==> config.mk <==
export PLATFORM = sky130hd
export DESIGN_NAME = two_wire_register_slave_sequencer
export DESIGN_NICKNAME = d
export VERILOG_FILES = /design/src/design/twi_slave_pkg.sv /design/src/design/twi_sync.sv /design/src/design/two_wire_register_slave_sequencer.sv
export SDC_FILE = /design/constraint.sdc
export NUM_CORES = 1
export LEC_CHECK = 0
export BUFFER_PORTS_ARGS = -buffer_cell sky130_fd_sc_hd__clkbuf_2
export CORE_ASPECT_RATIO = 0.9
export CORE_MARGIN = 2
export CORE_UTILIZATION = 23
export DETAILED_ROUTE_END_ITERATION = 8
export HOLD_SLACK_MARGIN = 0.06
export PLACE_DENSITY = 0.42
export SLEW_MARGIN = 40
export SYNTH_ARGS = -nofsm -noshare
export SYNTH_HDL_FRONTEND = slang
export SYNTH_SLANG_ARGS = --single-unit
export TNS_END_PERCENT = 30
==> constraint.sdc <==
create_clock -name sys_clk -period 3.1 [get_ports sys_clk]
set_input_delay 0.155 -clock sys_clk [delete_from_list [all_inputs] [get_ports sys_clk]]
set_output_delay 0.155 -clock sys_clk [all_outputs]
set_load 0.01 [all_outputs]
==> src/design/twi_slave_pkg.sv <==
// constants and carrier types of the two-wire register slave
package twi_slave_pkg;
  localparam logic [6:0] SLAVE_ADDR_DEFAULT = 7'h10;
  localparam logic [6:0] SLAVE_ADDR_ALTERNATE = 7'h18;
  localparam logic [15:0] POINTER_RESET = 16'h0000;
  localparam int BITS_PER_BYTE = 8;
  localparam logic [3:0] ACK_SLOT = 4'h8;
  localparam int DATA_HOLD_NS = 300;
  localparam int SYS_CLK_NS = 50;
  localparam int HOLD_CYCLES = (DATA_HOLD_NS + SYS_CLK_NS - 1) / SYS_CLK_NS;

  typedef enum logic [2:0] {
    ST_IDLE  = 3'b000,
    ST_SLAVE_ADDRESS_SELECT = 3'b001,
    ST_ADDRH = 3'b011,
    ST_ADDRL = 3'b010,
    ST_WDATA = 3'b110,
    ST_RDATA = 3'b111,
    ST_WAIT  = 3'b101
  } state_type;

  typedef struct packed {
    logic        write_en;
    logic        read_en;
    logic [15:0] addr;
    logic [7:0]  wdata;
  } reg_req_type;
endpackage : twi_slave_pkg

==> src/design/twi_sync.sv <==
// two-flop synchroniser for the serial clock and data pins
`timescale 1ns/1ps
module twi_sync (
  input  wire logic       sys_clk,
  input  wire logic       srst,
  input  wire logic [1:0] async_in,
  output logic      [1:0] sync_out
);
  logic [1:0] meta_q;
  always_ff @(posedge sys_clk) begin
    if (srst) begin
      meta_q   <= 2'h3;
      sync_out <= 2'h3;
    end else begin
      meta_q   <= async_in;
      sync_out <= meta_q;
    end
  end
endmodule : twi_sync

==> src/design/two_wire_register_slave_sequencer.sv <==
// slave-side transaction sequencer of the two-wire register port
`timescale 1ns/1ps
module two_wire_register_slave_sequencer
  import twi_slave_pkg::*;
(
  input  wire logic                       sys_clk,
  input  wire logic                       srst,
  input  wire logic                       serial_clock,
  input  wire logic                       serial_data_in,
  output logic                            serial_data_out,
  output logic                            serial_data_oe,
  input  wire logic                       slave_address_select_en,
  input  wire logic                       slave_address_select,
  output twi_slave_pkg::reg_req_type      reg_req,
  input  wire logic [7:0]                 reg_rdata,
  output logic [15:0]                     pointer
);
  import twi_slave_pkg::*;

  ////////////////////////////////////////////////////////////////
  logic [1:0] pins_s;
  logic       scl_q;
  logic       sda_q;
  twi_sync u_sync (
    .sys_clk  (sys_clk),
    .srst     (srst),
    .async_in ({serial_clock, serial_data_in}),
    .sync_out (pins_s)
  );
  always_ff @(posedge sys_clk) begin
    if (srst) begin
      scl_q <= 1'b1;
      sda_q <= 1'b1;
    end else begin
      scl_q <= pins_s[1];
      sda_q <= pins_s[0];
    end
  end
  wire scl      = pins_s[1];
  wire sda      = pins_s[0];
  wire scl_rise = scl & ~scl_q;
  wire scl_fall = ~scl & scl_q;
  wire start_ev = scl & scl_q & sda_q & ~sda;
  wire stop_ev  = scl & scl_q & ~sda_q & sda;

  // the address straps are pins as well and cross on two flops like the bus
  logic [1:0] sel_m_q;
  logic [1:0] sel_s_q;
  always_ff @(posedge sys_clk) begin
    if (srst) begin
      sel_m_q <= 2'h0;
      sel_s_q <= 2'h0;
    end else begin
      sel_m_q <= {slave_address_select_en, slave_address_select};
      sel_s_q <= sel_m_q;
    end
  end

  ////////////////////////////////////////////////////////////////
  state_type   state_q;
  state_type   state_d;
  logic [3:0]  bit_cnt_q;
  logic [7:0]  shift_q;
  logic [15:0] ptr_q;
  logic        ack_drive_q;
  logic        tx_q;
  logic        oe_q;
  logic [3:0]  hold_q;
  logic        seen_rise_q;
  logic        rd_pend_q;
  logic        nack_q;
  reg_req_type req_q;

  // nine slots per byte: eight data bits then the acknowledge
  // the fall that follows a start ends no bit, so counting waits for a rise
  wire        byte_done = scl_fall & seen_rise_q & (bit_cnt_q == 4'(BITS_PER_BYTE - 1));
  wire        ack_rise  = scl_rise & (bit_cnt_q == ACK_SLOT);
  wire        ack_end   = scl_fall & (bit_cnt_q == ACK_SLOT);
  wire [7:0]  rx_byte   = {shift_q[6:0], sda};
  wire        use_alt   = sel_s_q[1] & sel_s_q[0];
  wire [6:0]  my_addr   = use_alt ? SLAVE_ADDR_ALTERNATE : SLAVE_ADDR_DEFAULT;
  // at the closing fall the whole address byte already sits in the shifter
  wire        addr_hit  = shift_q[7:1] == my_addr;

  ////////////////////////////////////////////////////////////////
  always_comb begin
    state_d = state_q;
    if (start_ev) begin
      state_d = ST_SLAVE_ADDRESS_SELECT;
    end else if (stop_ev) begin
      state_d = ST_IDLE;
    end else if (ack_end) begin
      unique case (state_q)
        ST_SLAVE_ADDRESS_SELECT: state_d = !ack_drive_q ? ST_WAIT : (tx_q ? ST_RDATA : ST_ADDRH);
        ST_ADDRH: state_d = ST_ADDRL;
        ST_ADDRL: state_d = ST_WDATA;
        ST_WDATA: state_d = ST_WDATA;
        ST_RDATA: state_d = nack_q ? ST_WAIT : ST_RDATA;
        ST_IDLE:  state_d = ST_IDLE;
        ST_WAIT:  state_d = ST_WAIT;
      endcase
    end
  end

  ////////////////////////////////////////////////////////////////
  always_ff @(posedge sys_clk) begin
    if (srst) begin
      state_q     <= ST_IDLE;
      bit_cnt_q   <= 4'h0;
      shift_q     <= 8'h00;
      ptr_q       <= POINTER_RESET;
      ack_drive_q <= 1'b0;
      tx_q        <= 1'b0;
      nack_q      <= 1'b0;
      seen_rise_q <= 1'b0;
      req_q       <= '0;
    end else begin
      state_q       <= state_d;
      req_q.write_en <= 1'b0;
      req_q.read_en  <= 1'b0;
      if (start_ev || stop_ev) begin
        bit_cnt_q   <= 4'h0;
        ack_drive_q <= 1'b0;
        tx_q        <= 1'b0;
        seen_rise_q <= 1'b0;
      end else if (scl_rise) begin
        shift_q     <= rx_byte;
        seen_rise_q <= 1'b1;
        if (ack_rise && state_q == ST_RDATA) nack_q <= sda;
      end else if (scl_fall && seen_rise_q && state_q != ST_IDLE && state_q != ST_WAIT) begin
        bit_cnt_q <= (bit_cnt_q == ACK_SLOT) ? 4'h0 : bit_cnt_q + 4'h1;
        if (byte_done) begin
          unique case (state_q)
            ST_SLAVE_ADDRESS_SELECT: begin
              ack_drive_q <= addr_hit;
              tx_q        <= addr_hit & shift_q[0];
            end
            ST_ADDRH: ptr_q[15:8] <= shift_q;
            ST_ADDRL: ptr_q[7:0]  <= shift_q;
            ST_WDATA: begin
              req_q.write_en <= 1'b1;
              req_q.addr     <= ptr_q;
              req_q.wdata    <= shift_q;
              ptr_q          <= ptr_q + 16'h0001;
            end
            ST_RDATA: ptr_q <= ptr_q + 16'h0001;
            default: ;
          endcase
        end
        if (bit_cnt_q == ACK_SLOT && state_q == ST_SLAVE_ADDRESS_SELECT && !ack_drive_q) begin
          ack_drive_q <= 1'b0;
        end
      end
      // fetch next read byte at the end of each acknowledge slot that leaves the sequencer in ST_RDATA
      if (ack_end && state_d == ST_RDATA) begin
        req_q.read_en <= 1'b1;
        req_q.addr    <= ptr_q;
      end
    end
  end

  ////////////////////////////////////////////////////////////////
  // data line changes after a hold delay past the falling clock; a start or stop releases it at once
  logic [7:0] tx_shift_q;
  wire        tx_bit    = tx_shift_q[3'h7 - bit_cnt_q[2:0]];
  wire        ack_owned = bit_cnt_q == ACK_SLOT && state_q != ST_RDATA && state_q != ST_IDLE
                          && state_q != ST_WAIT && (state_q != ST_SLAVE_ADDRESS_SELECT || ack_drive_q);
  logic drive_now;
  always_comb begin
    drive_now = 1'b0;
    if (state_q == ST_RDATA && bit_cnt_q != ACK_SLOT) begin
      drive_now = ~tx_bit;
    end else if (ack_owned) begin
      drive_now = 1'b1;
    end
  end

  // the store answers one cycle after the fetch pulse, so the shifter loads then
  always_ff @(posedge sys_clk) begin
    if (srst) begin
      tx_shift_q <= 8'hFF;
      rd_pend_q  <= 1'b0;
      hold_q     <= 4'h0;
      oe_q       <= 1'b0;
    end else if (start_ev || stop_ev) begin
      rd_pend_q <= 1'b0;
      hold_q    <= 4'h0;
      oe_q      <= 1'b0;
    end else begin
      rd_pend_q <= req_q.read_en;
      if (rd_pend_q) tx_shift_q <= reg_rdata;
      if (scl_fall) hold_q <= 4'(HOLD_CYCLES);
      else if (hold_q != 4'h0) hold_q <= hold_q - 4'h1;
      if (hold_q == 4'h1) oe_q <= drive_now;
    end
  end

  assign serial_data_out = 1'b0;
  assign serial_data_oe  = oe_q;
  assign reg_req         = req_q;
  assign pointer         = ptr_q;
endmodule : two_wire_register_slave_sequencer

======== Word-level counts from Yosys, hierarchy flattened ========
Cells that the tools add are included.
cells by class
  $add $sub $neg .......................... 4
  eq/ne operators ......................... 17
  muxes and demuxes ....................... 27
  $lt $le $gt $ge ......................... 1
  bitwise operators ....................... 22
  reduce and logical (&&, ||, !) cells .... 41
operators by type and width
  kind                                           number
  two-way mux 24 bit                             5
  one-hot mux 8 bit (2 select lines)             2
  two-way mux 3 bit                              7
  AND reduction 5 bit                            4
  one-hot mux 3 bit (6 select lines)             1
  two-way mux 17 bit                             1
  adder 16 x 1 -> 16 bit, second input constant  1
  nonzero test 2 bit                             8
  AND 1 bit                                      13
  == test 3 bit, second input constant           4
  logical AND 1 bit                              12
  NOT 1 bit                                      9
  two-way mux 4 bit                              2
  AND reduction 4 bit                            2
  == test 7 x 5 -> 1 bit                         1
  two-way mux 1 bit                              7
  == test 3 x 2 -> 1 bit, second input constant  2
  != test 3 bit, second input constant           2
  AND reduction 2 bit                            3
  OR reduction 2 bit                             3
  OR reduction 5 bit                             1
  adder 4 x 1 -> 4 bit, second input constant    1
  == test 4 x 1 -> 1 bit, second input constant  1
  == test 4 x 3 -> 1 bit, second input constant  1
  18 further kinds                               19
word-level totals
  register bits after elaboration ......... 85
  word-level logic and storage cells ...... 136

======== Depth between registers and ports, before layout ========
Gate-level depths: netlist (run 1).
  depth in word-level cells ............... 10
  depth in mapped cells ................... 9
  gate-level depth less buffers ........... 7

======== Modules after synthesis ========
A second synthesis (run 1) with hierarchy kept.
second synthesis, totals
  cells, all modules ...................... 423
  area total of the unflattened synthesis .. 3836.2 um2
modules (own cells, without submodules)
  module                             cells an instance  area an instance (um2)  instances
  two_wire_register_slave_sequencer  415                3731.1                  1
  twi_sync                           8                  105.1                   1

======== Worst setup path before layout (run 1) ========
No wires, ideal clock.
  kind .................................... reg-to-reg
  start point ............................. register state_q[0]
  end point ............................... register req_q, in the netlist reg_req[14]
  cell stages (with the launch flop) ...... 9
  clock period less this slack ............ 2.184 ns
  buffers on the path ..................... 3
  slack ................................... 0.916 ns
  data required time ...................... 2.978 ns
  arrival ................................. 2.062 ns
  path through ............................ dfxtp_1 > clkbuf_1 > or3b_1 > a2111oi_4 > and2_1 > buf_4 > buf_6 > o31ai_1 > a311o_1
between the ends
  cells in the longest elaborated chain, start to end .. 10
  elaborated cells on any way between the ends .. 25
  classes of those cells .................. eq/ne (10); mux (5); reduce/logical (10)
ends and longest elaborated chain
  what                                                            RTL line                                                                           source
  from (decl)                                                     two_wire_register_slave_sequencer.sv:60                                            state_type state_q;
  from (signal assigned)                                          two_wire_register_slave_sequencer.sv:118                                           state_q <= state_d;
  == test 3 bit / == test 3 x 2 -> 1 bit (equally long branches)  two_wire_register_slave_sequencer.sv:93, two_wire_register_slave_sequencer.sv:133
  OR reduction 2 bit (no source line)                             -
  one-hot mux 3 bit (6 select lines)                              two_wire_register_slave_sequencer.sv:93                                            unique case (state_q)
  two-way mux 3 bit                                               two_wire_register_slave_sequencer.sv:92                                            end else if (ack_end) begin
  two-way mux 3 bit                                               two_wire_register_slave_sequencer.sv:90                                            end else if (stop_ev) begin
  two-way mux 3 bit                                               two_wire_register_slave_sequencer.sv:88                                            if (start_ev) begin
  == test 3 bit                                                   two_wire_register_slave_sequencer.sv:155                                           if (ack_end && state_d == ST_RDATA) begin
  logical AND 1 bit                                               two_wire_register_slave_sequencer.sv:155
  != test 2 bit (no source line), or another cell as far along    -
  AND reduction 5 bit (no source line)                            -
  to (decl)                                                       two_wire_register_slave_sequencer.sv:72                                            reg_req_type req_q;
Several ways; a longest one is shown, not always the timed one.
A chain may end at the register's enable or synchronous reset.

======== Worst setup path after layout (run 1) ========
Ends and elaborated chain as after synthesis.

==> results of run 1 <==
## cell type report
class                   instances  area [um^2]
inverters                      18         67.6
flip-flops and latches         85         1700
well taps                     245          307
clock inverters                 6         70.1
repair buffers                 69          388
multi-input cells             391         2350
fillers                      1992        13200
clock buffers                  10          239
## cells by family (layout without fill, tap and decap cells)
family                   after synthesis  in the layout  share of synthesized area [%]
AND/OR/NAND/NOR                      235            235                           28.1
AO/OA/AOI/OAI                        140            140                           22.3
flip-flops                            85             85                           40.0
buffers and inverters                 54            103                           5.35
multiplexers                           9              9                           2.71
adder cells (fa/ha/maj)                3              3                          0.882
XOR/XNOR                               3              3                          0.618
other                                  1              1                         0.0881
## timing repair
item	CTS	global route
hold buffers	4	0
endpoints found under the hold margin	4	0
endpoints found under the setup margin	0	0
## critical path: stages, from the launching register on
cell and delay (ps):
sky130_fd_sc_hd__dfxtp_1 660, sky130_fd_sc_hd__xor2_1 280, sky130_fd_sc_hd__o211a_1 580, sky130_fd_sc_hd__and2_1 220
sky130_fd_sc_hd__buf_4 340, sky130_fd_sc_hd__o31ai_1 140, sky130_fd_sc_hd__a311o_1 340
## cells in the final DEF (no fill, tap or decap), types with 2 or more instances in the layout
master                          synthesis  routed
sky130_fd_sc_hd__dfxtp_1               85      85
sky130_fd_sc_hd__nand2_1               58      57
sky130_fd_sc_hd__clkbuf_2               0      56
sky130_fd_sc_hd__a21oi_1               51      51
sky130_fd_sc_hd__nor2_1                39      39
sky130_fd_sc_hd__nor3_1                24      24
sky130_fd_sc_hd__nand2b_1              24      24
sky130_fd_sc_hd__nand3_1               23      23
sky130_fd_sc_hd__nor2b_1               22      22
sky130_fd_sc_hd__o21ai_0               22      22
sky130_fd_sc_hd__inv_1                 18      18
sky130_fd_sc_hd__o31ai_1               15      15
sky130_fd_sc_hd__a311o_1               13      13
sky130_fd_sc_hd__and2_1                 9       9
sky130_fd_sc_hd__nand4_1                9       9
sky130_fd_sc_hd__clkbuf_16              0       9
sky130_fd_sc_hd__buf_4                  4       9
sky130_fd_sc_hd__a211o_1                8       8
sky130_fd_sc_hd__or2_2                  7       7
sky130_fd_sc_hd__mux2i_1                7       7
sky130_fd_sc_hd__a31oi_1                5       5
sky130_fd_sc_hd__or3_1                  4       4
sky130_fd_sc_hd__o211ai_1               4       4
sky130_fd_sc_hd__dlygate4sd3_1          0       4
sky130_fd_sc_hd__and3b_1                3       3
sky130_fd_sc_hd__nand3b_1               3       3
sky130_fd_sc_hd__o32ai_1                3       3
sky130_fd_sc_hd__o221ai_1               3       3
sky130_fd_sc_hd__nor4_1                 3       3
sky130_fd_sc_hd__ha_1                   3       3
sky130_fd_sc_hd__clkinvlp_4             0       3
sky130_fd_sc_hd__xor2_1                 2       2
sky130_fd_sc_hd__mux4_2                 2       2
sky130_fd_sc_hd__a211oi_1               2       2
## Yosys cell counts (all sizes together) (4+ instances only)
cell,number
dfxtp,85
nand2,58
a21oi,51
nor2,39
clkbuf,25
nand2b,24
nor3,24
nand3,23
nor2b,22
o21ai,22
inv,18
o31ai,15
a311o,13
buf,11
and2,9
nand4,9
a211o,8
mux2i,7
or2,7
a31oi,5
o211ai,4
or3,4
## per-layer routing
metal | share of wire, % | wire (um)
met1 | 49 | 6080
met2 | 45 | 5600
met3 | 4.8 | 596
met4 | 1.9 | 244
met5 | 0 | 0
## metrics by stage
| stage | setup WS (ps) | util, % | hold WS, ps |
|---|---|---|---|
| 2_1_floorplan | 916 | - | 259 |
| 3_3_place_gp | 519 | 26.1 | 342 |
| 3_5_place_dp | 445 | 26.1 | 342 |
| 4_1_cts | 427 | 28.0 | 106 |
| 5_1_grt | 227 | 28.0 | 136 |
| 6_report | 408 | 28.0 | 122 |
## how the worst min path moves through the flow
stage,cells after the start,end
after floorplan,1,u_sync.meta_q[0]$_SDFF_PP1_
after detailed placement,2,u_sync.meta_q[0]$_SDFF_PP1_
after global routing,4,tx_shift_q[5]$_SDFFE_PP1P_
after CTS,4,tx_shift_q[5]$_SDFFE_PP1P_
after global placement,2,u_sync.meta_q[0]$_SDFF_PP1_
final,4,tx_shift_q[5]$_SDFFE_PP1P_
## registers in the layout, indices dropped and copies added, names as in the netlist
| name | count |
|---|---|
| u_sync.sync_out | 2 |
| tx_shift_q | 8 |
| hold_q | 4 |
| sel_s_q | 2 |
| pointer | 16 |
| u_sync.meta_q | 2 |
| nack_q | 1 |
| scl_q | 1 |
| seen_rise_q | 1 |
| shift_q | 8 |
| serial_data_oe | 1 |
| sda_q | 1 |
| ack_drive_q | 1 |
| reg_req | 26 |
| rd_pend_q | 1 |
| tx_q | 1 |
| bit_cnt_q | 4 |
| sel_m_q | 2 |
| state_q | 3 |
## power groups by stage
stage          registers (mW)  logic [mW]  clock network, mW
2_1_floorplan            1.13      0.0575                  0
3_3_place_gp             1.13      0.0777                  0
3_5_place_dp             1.14      0.0790                  0
4_1_cts                  1.11      0.0826               1.17
5_1_grt                  1.11      0.0919               1.22
6_report                 1.11      0.0822               1.13
==> impl_results.rst, run 1 <==
.. list-table::
   :header-rows: 1

   * - Metric
     - Value
   * - Met3 capacity usage during global routing
     - 3.28%
   * - Clock buffers created by TritonCTS
     - 9
   * - Number of cell instances on the worst register-to-register path
     - 6
   * - Die Height
     - 133 um
   * - Maximum clock rate
     - 372 MHz
   * - Sequential area share after synthesis
     - 40.0%
   * - Proportion of power drawn by flip-flops and latches
     - 47.8%
   * - Root buffer cell
     - sky130_fd_sc_hd__clkbuf_16
   * - Skew-Pair Late Insertion Delay
     - 360 ps
   * - Register-to-Register Setup Slack
     - 410 ps
   * - R2r startpoint
     - state_q[0]$_SDFF_PP0_
   * - Type of the worst setup path
     - reg -> reg
   * - H-tree depth
     - 3
   * - Maximum vdd ir drop
     - 250 uV
   * - Number of cells produced by synthesis
     - 530
   * - Cell Count, Final, Fillers Out
     - 824
   * - Most instantiated flip-flop cell in the synthesis netlist
     - sky130_fd_sc_hd__dfxtp_1
   * - Global-route congestion overflow total
     - 0
   * - Cell Area, Synth
     - 4260 um^2
   * - Cell area after layout
     - 5120 um^2
   * - Number of global-route vias before repair
     - 3,865
   * - Placement Rows
     - 47
   * - Area of placed instances
     - 4770 um^2
   * - Post-route clock period utilization
     - 86.8%
   * - Post-cts resize count
     - 0
   * - Pin count of the biggest net entering global routing
     - 43
   * - Fraction of final layout cells with drive strength greater than 1
     - 16.4%
   * - Worst EP required
     - 3330 ps
   * - Capturing element of the worst setup path
     - reg_req[14]$_SDFFE_PP0P_
   * - Unrepaired setup endpoints after global routing
     - no
   * - Path category of the worst min-delay check
     - in -> reg
   * - Routability Congestion
     - 0.771
   * - Starting utilization of the core area
     - 23.3%
   * - Average detailed-routed wire length per instance
     - 15.2 um
   * - Number of enable flip-flop cells after synthesis
     - 0
   * - Number of top-level design ports
     - 58
   * - Final critical path time including I/O delays and setup
     - 2690 ps
   * - Hold Path Origin
     - reg_rdata[5]
   * - Number of antenna violations at the first check in global routing
     - 0
   * - Diode insertion count for antenna repair
     - 0
   * - Startpoint type of the worst setup path
     - register
   * - Number of sinks on the clock net
     - 85
   * - Met1 layer usage reported by global route
     - 17.8%
   * - Routed wire length
     - 12.5 mm
   * - Number of warnings issued by yosys
     - 0
   * - Comb power frac
     - 3.5%
   * - Number of nets produced by synthesis
     - 547
   * - Switching part of the total power
     - 23.4%
   * - Number of max-capacitance violations reported
     - 0
   * - Area growth from synthesis to final layout
     - 20.3%
   * - End of the worst register-to-register path
     - reg_req[14]$_SDFFE_PP0P_
   * - Average footprint of a synthesized cell
     - 8.03 um^2
   * - Final Hold Fails
     - 0
   * - M2 GR Usage
     - 20.4%
   * - Post-CTS Setup Repair Bufs
     - 0
   * - Fraction of post-synthesis cell area in the top cell type by area
     - 40.0%
   * - DRT iter0 DRCs
     - 258
   * - Net count reported at finish
     - 591
   * - DR vias
     - 4,033
   * - Critical Path AT
     - 2930 ps
   * - Wire length of the first global-routing pass
     - 20.5 mm
   * - Crit. Startpoint
     - state_q[0]$_SDFF_PP0_
   * - Final Slew Violations
     - 0
   * - X dimension of the die
     - 147 um
   * - Iteration count of the initial detailed-routing pass
     - 5
   * - Count of unresolved DRC violations after routing
     - 0
   * - Total power density per cell area
     - 454 nW/um^2
   * - Critical Path Fanout Max
     - 34
   * - Total power
     - 2.32 mW
   * - Slew at the pin closest to its max-slew limit
     - 741 ps
   * - Vias per Instance
     - 4.89
   * - Outcome
     - finished, final reports clean
   * - DRT antenna net count
     - 0
   * - Leading cell types by total area after synthesis
     - sky130_fd_sc_hd__dfxtp_1 40%, sky130_fd_sc_hd__a21oi_1 6.0%, sky130_fd_sc_hd__nand2_1 5.1%
   * - Sum of negative setup slack
     - 0 ps
   * - Clock tree buffer depth
     - 2
   * - Distinct cells, synth
     - 56
   * - CTS clock-pin slew for the worst setup and hold paths
     - 70 ps
   * - Busiest layer in global routing
     - met2
   * - FFs w/ async S/R, synth
     - 0%
   * - Count of port buffers added during placement
     - 56
   * - Yosys reg bits
     - 85
   * - P_int
     - 1.78 mW
   * - Portion of total power attributed to the clock network
     - 48.7%
   * - Core area
     - 18,300 um^2
   * - Number of failing setup endpoints in the final timing report
     - 0
   * - Rel. slew slack
     - 50.6%
   * - Floorplan die area
     - 19,600 um^2
   * - Post-Place Cells
     - 804
   * - Static leakage
     - 1.83 nW
   * - Top cell type by total area after synthesis
     - sky130_fd_sc_hd__dfxtp_1
   * - Total routing usage reported by global routing
     - 13.2%
   * - Clock tree from TritonCTS
     - done
   * - Net Switching
     - 0.544 mW
   * - Maximum clock skew at final layout
     - 12.2 ps
   * - Detail Placement HPWL
     - 8.80 mm
   * - CP endpoint kind
     - register
No activity file was read; power rests on OpenSTA's default activity.
==> run 2: changes to the inputs <==
--- a/config.mk
+++ b/config.mk
@@ -11,7 +11,7 @@
 export CORE_UTILIZATION = 23
 export DETAILED_ROUTE_END_ITERATION = 8
 export HOLD_SLACK_MARGIN = 0.06
-export PLACE_DENSITY = 0.42
+export PLACE_DENSITY = 0.5
 export SLEW_MARGIN = 40
 export SYNTH_ARGS = -nofsm -noshare
 export SYNTH_HDL_FRONTEND = slang
==> run 2 against run 1 <==
Wire length shrank 4.7%. Clock power decreased by 11%. Non-clock buffer count did not move. Setup slack better by 170 ps. Critical path type unchanged. Global-route usage fell by 0.83 points.
==> impl_results.rst, run 2 (synthesis gave the netlist of run 1 again) <==
.. list-table::
   :header-rows: 1

   * - Metric
     - Value
   * - Outcome
     - finished, final reports clean
   * - Floorplan die area
     - 19,600 um^2
   * - Diode insertion count for antenna repair
     - 0
   * - Crit. Startpoint
     - state_q[0]$_SDFF_PP0_
   * - DR vias
     - 3,985
   * - Post-CTS Setup Repair Bufs
     - 0
   * - Fraction of final layout cells with drive strength greater than 1
     - 15.7%
   * - Most frequent standard cell in the layout excluding fill and tap cells
     - sky130_fd_sc_hd__dfxtp_1
   * - Total power
     - 2.20 mW
   * - End of the worst register-to-register path
     - reg_req[12]$_SDFFE_PP0P_
   * - Worst Slack Setup Final
     - 583 ps
   * - Maximum clock rate
     - 397 MHz
   * - Vias per Instance
     - 4.84
   * - Detail Placement HPWL
     - 8.58 mm
   * - R2r startpoint
     - state_q[0]$_SDFF_PP0_
   * - Routed wire length on met2
     - 5.18 mm
   * - Metal3 WL
     - 657 um
   * - Cell-by-cell listing of the critical path
     - xor2_1 > o211a_1 > and2_1 > buf_4 > o31ai_1 > a311o_1
   * - Slew at the pin closest to its max-slew limit
     - 697 ps
   * - Slowest-stage cell, CP
     - sky130_fd_sc_hd__dfxtp_1
   * - Register-to-Register Setup Slack
     - 580 ps
   * - Number of failing setup endpoints in the final timing report
     - 0
   * - Fill cell instance count of the final layout
     - 1,960
   * - Sequential cell area in the final layout
     - 1700 um^2
   * - Placement Setup Slack
     - 613 ps
   * - Critical Path AT
     - 2750 ps
   * - Count of unresolved DRC violations after routing
     - 0
   * - Commonest non-fill, non-tap cells in the layout
     - 85 x sky130_fd_sc_hd__dfxtp_1, 57 x sky130_fd_sc_hd__nand2_1, 55 x sky130_fd_sc_hd__clkbuf_2
   * - Number of global-route vias before repair
     - 3,764
   * - Total routing usage reported by global routing
     - 12.3%
   * - Skew-Pair Late Insertion Delay
     - 340 ps
   * - Cell family with most CP delay
     - compound AO/OA/AOI/OAI gates
   * - Global-route congestion overflow total
     - 0
   * - Path category of the worst min-delay check
     - in -> reg
   * - Routed wire length
     - 11.9 mm
   * - Root buffer cell
     - sky130_fd_sc_hd__clkbuf_16
   * - Crit path buffers/inverters
     - 1
   * - Maximum clock skew at final layout
     - 11.4 ps
   * - Average detailed-routed wire length per instance
     - 14.5 um
   * - Minimum hold slack
     - 138 ps
   * - Hold Path Origin
     - reg_rdata[1]
   * - Sum of negative setup slack
     - 0 ps
   * - CP endpoint kind
     - register
   * - Core area
     - 18,300 um^2
   * - Final Slew Violations
     - 0
   * - Number of sinks on the clock net
     - 85
   * - DRT iter0 DRCs
     - 287
   * - Total power density per cell area
     - 433 nW/um^2
   * - Number of top-level design ports
     - 58
   * - DRT antenna net count
     - 0
   * - H-tree depth
     - 3
   * - Clock tree buffer depth
     - 2
   * - Clock tree from TritonCTS
     - done
   * - Largest stage delay, worst path
     - 630 ps
   * - Number of max-capacitance violations reported
     - 0
   * - CTS clock-pin slew for the worst setup and hold paths
     - 60 ps
   * - Number of cells traversed by the worst hold path
     - 4
   * - Placement Rows
     - 47
   * - Routability Congestion
     - 0.876
   * - Startpoint type of the worst setup path
     - register
   * - Count of port buffers added during placement
     - 56
   * - Wire length of the first global-routing pass
     - 19.5 mm
   * - Final critical path time including I/O delays and setup
     - 2520 ps
   * - Area occupied by multi-input gates
     - 2350 um^2
   * - Critical Path Fanout Max
     - 26
   * - Starting utilization of the core area
     - 23.3%
   * - Post-cts resize count
     - 0
   * - Hold Crit Endpoint
     - tx_shift_q[1]$_SDFFE_PP1P_
   * - Static leakage
     - 1.82 nW
   * - Area growth from synthesis to final layout
     - 19.4%
   * - Net count reported at finish
     - 591
   * - Post-route clock period utilization
     - 81.2%
   * - Clock buffers created by TritonCTS
     - 9
   * - Uppermost signal routing layer after detailed routing
     - met4
   * - Iteration count of the initial detailed-routing pass
     - 5
   * - Unrepaired setup endpoints after global routing
     - no
   * - Worst EP required
     - 3330 ps
   * - Pin count of the biggest net entering global routing
     - 43
   * - Type of the worst setup path
     - reg -> reg
   * - Final Hold Fails
     - 0
   * - Flip-flop count of the largest register after layout
     - 26
   * - Maximum vdd ir drop
     - 235 uV
   * - Number of cell instances on the worst register-to-register path
     - 6
   * - Met1 layer wirelength in the final routing
     - 5.93 mm
   * - Die Height
     - 133 um
   * - X dimension of the die
     - 147 um
   * - Rel. slew slack
     - 53.5%
   * - Number of antenna violations at the first check in global routing
     - 0
## run 2: worst max-delay path by stage
stage | slack, ps | cells after the start | end
detailed placement | 610 | 6 | reg_req[12]$_SDFFE_PP0P_
finish | 580 | 6 | reg_req[12]$_SDFFE_PP0P_
CTS | 600 | 6 | reg_req[12]$_SDFFE_PP0P_
floorplan | 920 | 8 | reg_req[14]$_SDFFE_PP0P_
global route | 390 | 6 | reg_req[22]$_SDFFE_PP0P_
global placement | 680 | 6 | reg_req[14]$_SDFFE_PP0P_
## run 2: power breakdown
| group | internal (mW) | switching (mW) |
|---|---|---|
| combinational | 0.0298 | 0.0507 |
| clock | 0.587 | 0.425 |
| sequential | 1.10 | 0.00923 |
## run 2: routing by layer
metal | vias up | GRT usage (%)
li1 | 1990 | -
met3 | 12 | 3.14
met1 | 1880 | 17.3
met2 | 103 | 18.5
met5 | - | 0
met4 | 0 | 3.95
## run 2: metrics by stage
| step | util, % | instance area [um^2] | instances |
|---|---|---|---|
| floorplan | - | 4260 | 530 |
| global placement | 26.1 | 4770 | 804 |
| detailed placement | 26.1 | 4770 | 804 |
| CTS | 27.8 | 5080 | 824 |
| global route | 27.8 | 5080 | 824 |
| finish | 27.8 | 5080 | 824 |
## run 2: layout make-up
type | instances | area share [%]
Clock buffer | 15 | 5.27
Timing Repair Buffer | 69 | 7.63
Multi-Input combinational cell | 391 | 46.2
Tap cell | 245 | 6.03
Sequential cell | 85 | 33.5
Inverter | 18 | 1.33
Clock inverter | 1 | 0.0985
## run 2: what timing repair did
| item | 4_1_cts | 5_1_grt |
|---|---|---|
| endpoints found under the setup margin | 0 | 0 |
| endpoints found under the hold margin | 4 | 0 |
| hold buffers | 4 | 0 |
## run 2: worst min-delay path: cells and delay by family
kind                   cells  cell delay (ps)
AND/OR/NAND/NOR            1               90
AO/OA/AOI/OAI              1              100
buffers and inverters      2              100
==> run 3: changes to the inputs <==
==> constraint.sdc (replaced) <==
create_clock -name sys_clk -period 2.5 [get_ports sys_clk]
set_input_delay 0.125 -clock sys_clk [delete_from_list [all_inputs] [get_ports sys_clk]]
set_output_delay 0.125 -clock sys_clk [all_outputs]
set_load 0.01 [all_outputs]
==> run 3 against run 2 <==
Setup slack worse by 360 ps. Die area did not move. Clock power grew 45%. Largest power group is now the clock network. Flip-flop and latch count unchanged. Critical path type unchanged. Combinational power rose by 32%.
==> impl_results.rst, run 3 (synthesis gave the netlist of run 1 again) <==
.. list-table::
   :header-rows: 1

   * - Metric
     - Value
   * - Outcome
     - finished, final reports clean
   * - Number of antenna violations at the first check in global routing
     - 0
   * - Average detailed-routed wire length per instance
     - 14.5 um
   * - Flip-flop count of the largest register after layout
     - 26
   * - Met1 layer usage reported by global route
     - 17.4%
   * - End of the worst register-to-register path
     - reg_req[22]$_SDFFE_PP0P_
   * - Met3 capacity usage during global routing
     - 2.17%
   * - Area occupied by multi-input gates
     - 2340 um^2
   * - Count of unresolved DRC violations after routing
     - 0
   * - X dimension of the die
     - 147 um
   * - Floorplan die area
     - 19,600 um^2
   * - Maximum clock skew at final layout
     - 8.65 ps
   * - Number of global-route vias before repair
     - 3,812
   * - Post-layout util
     - 28.2%
   * - Type of the worst setup path
     - reg -> reg
   * - Most frequent standard cell in the layout excluding fill and tap cells
     - sky130_fd_sc_hd__dfxtp_1
   * - Fill cell instance count of the final layout
     - 1,963
   * - Maximum vdd ir drop
     - 343 uV
   * - CP endpoint kind
     - register
   * - H-tree depth
     - 3
   * - Post-route clock period utilization
     - 91.3%
   * - Final critical path time including I/O delays and setup
     - 2280 ps
   * - Net count reported at finish
     - 595
   * - Worst EP required
     - 2730 ps
   * - Sum of negative setup slack
     - 0 ps
   * - Comb power frac
     - 3.6%
   * - Global-route congestion overflow total
     - 0
   * - Core area
     - 18,300 um^2
   * - Number of max-capacitance violations reported
     - 0
   * - Unrepaired setup endpoints after global routing
     - no
   * - Maximum clock rate
     - 438 MHz
   * - Post-CTS Setup Repair Bufs
     - 0
   * - Commonest non-fill, non-tap cells in the layout
     - 85 x sky130_fd_sc_hd__dfxtp_1, 58 x sky130_fd_sc_hd__nand2_1, 55 x sky130_fd_sc_hd__clkbuf_2
   * - Routed wire length
     - 12.0 mm
   * - R2r startpoint
     - bit_cnt_q[2]$_SDFFE_PP0P_
   * - Clock tree from TritonCTS
     - done
   * - DRT iter0 DRCs
     - 286
   * - Clock buffers created by TritonCTS
     - 9
   * - Total power
     - 2.94 mW
   * - Rel. slew slack
     - 62.2%
   * - CTS clock-pin slew for the worst setup and hold paths
     - 70 ps
   * - P_int
     - 2.31 mW
   * - Final Slew Violations
     - 0
   * - Skew-Pair Late Insertion Delay
     - 340 ps
   * - Number of cell instances on the worst register-to-register path
     - 6
   * - Number of failing setup endpoints in the final timing report
     - 0
   * - Starting utilization of the core area
     - 23.3%
   * - Switching part of the total power
     - 21.6%
   * - Routability Congestion
     - 0.814
   * - Number of top-level design ports
     - 58
   * - Portion of total power attributed to the clock network
     - 49.7%
   * - DRT antenna net count
     - 0
   * - Net Switching
     - 0.635 mW
   * - Final Hold Fails
     - 0
   * - Critical Path AT
     - 2520 ps
   * - Register-to-Register Setup Slack
     - 220 ps
   * - Number of sinks on the clock net
     - 85
   * - Slew at the pin closest to its max-slew limit
     - 561 ps
   * - Static leakage
     - 1.87 nW
   * - Root buffer cell
     - sky130_fd_sc_hd__clkbuf_16
   * - Wire length of the first global-routing pass
     - 19.5 mm
   * - Detail Placement HPWL
     - 8.52 mm
   * - Busiest layer in global routing
     - met2
   * - M2 GR Usage
     - 19.1%
   * - Pin count of the biggest net entering global routing
     - 49
   * - Iteration count of the initial detailed-routing pass
     - 5
   * - Post-Place Cells
     - 808
   * - Total routing usage reported by global routing
     - 12.4%
   * - DR vias
     - 4,071
   * - Clock tree buffer depth
     - 2
   * - Post-cts resize count
     - 0
   * - Vias per Instance
     - 4.92
   * - Placement Rows
     - 47
   * - Sequential cell area in the final layout
     - 1700 um^2
   * - Number of cells traversed by the worst hold path
     - 4
   * - Diode insertion count for antenna repair
     - 0
   * - Area growth from synthesis to final layout
     - 21.4%
   * - Startpoint type of the worst setup path
     - register
   * - Hold Crit Endpoint
     - tx_shift_q[7]$_SDFFE_PP1P_
   * - Fraction of final layout cells with drive strength greater than 1
     - 16.8%
   * - Path category of the worst min-delay check
     - in -> reg
   * - Critical Path Fanout Max
     - 34
   * - Total power density per cell area
     - 570 nW/um^2
   * - Die Height
     - 133 um
   * - Hold Path Origin
     - reg_rdata[7]
   * - Cell Count, Final, Fillers Out
     - 828
   * - Proportion of power drawn by flip-flops and latches
     - 46.7%
   * - Minimum hold slack
     - 99.7 ps
   * - Count of port buffers added during placement
     - 56
[run 3: cell types whose count changed in the layout (fill, tap and decap cells not counted), sizes merged]
cell,change
clkinvlp,+1
clkinv,+2
bufinv,+2
buf,+3
clkbuf,-4
[run 3: stage by stage]
stage,area (um^2),setup slack [ps]
final,5160,218
after global routing,5160,28.3
after CTS,5160,226
after detailed placement,4800,243
after global placement,4800,314
after floorplan,4260,316
[run 3: cell type report]
cell class	count	share of cell area (%)
multi-input combinational	391	45.4
tap	245	5.94
sequential	85	32.9
clock inverter	6	1.67
clock buffer	10	4.63
inverter	18	1.31
timing repair buffer	73	8.14
[run 3: what timing repair did]
item                                   4_1_cts  5_1_grt
hold buffers                                 4        0
endpoints found under the hold margin        4        0
setup endpoints to repair                    0        0
[run 3: worst max-delay path by stage]
stage | from | end | slack [ps] | cells after the start
finish | bit_cnt_q[2]$_SDFFE_PP0P_ | reg_req[22]$_SDFFE_PP0P_ | 220 | 6
floorplan | state_q[0]$_SDFF_PP0_ | reg_req[14]$_SDFFE_PP0P_ | 320 | 8
global route | bit_cnt_q[0]$_SDFFE_PP0P_ | pointer[8]$_SDFFE_PP0P_ | 30 | 7
global placement | bit_cnt_q[2]$_SDFFE_PP0P_ | reg_req[23]$_SDFFE_PP0P_ | 310 | 6
detailed placement | bit_cnt_q[2]$_SDFFE_PP0P_ | reg_req[22]$_SDFFE_PP0P_ | 240 | 6
CTS | bit_cnt_q[2]$_SDFFE_PP0P_ | reg_req[22]$_SDFFE_PP0P_ | 230 | 6
[run 3: power groups by stage]
| stage | Clock, mW | Sequential, mW | Combinational [mW] |
|---|---|---|---|
| finish | 1.46 | 1.37 | 0.106 |
| global placement | 0 | 1.40 | 0.100 |
| floorplan | 0 | 1.40 | 0.0713 |
| CTS | 1.50 | 1.37 | 0.107 |
| global route | 1.56 | 1.37 | 0.119 |
| detailed placement | 0 | 1.40 | 0.102 |
[run 3: critical path: stages (launching register included)]
cell,delay (ps)
sky130_fd_sc_hd__dfxtp_1,440
sky130_fd_sc_hd__or3b_1,420
sky130_fd_sc_hd__a2111oi_4,300
sky130_fd_sc_hd__and2_1,170
sky130_fd_sc_hd__buf_4,340
sky130_fd_sc_hd__o31ai_1,160
sky130_fd_sc_hd__a311o_1,340
[run 3: per-layer routing]
metal | wire [um] | part of all wire [%]
met5 | 0 | 0
met1 | 6120 | 51
met4 | 144 | 1.2
met3 | 439 | 3.7
met2 | 5300 | 44
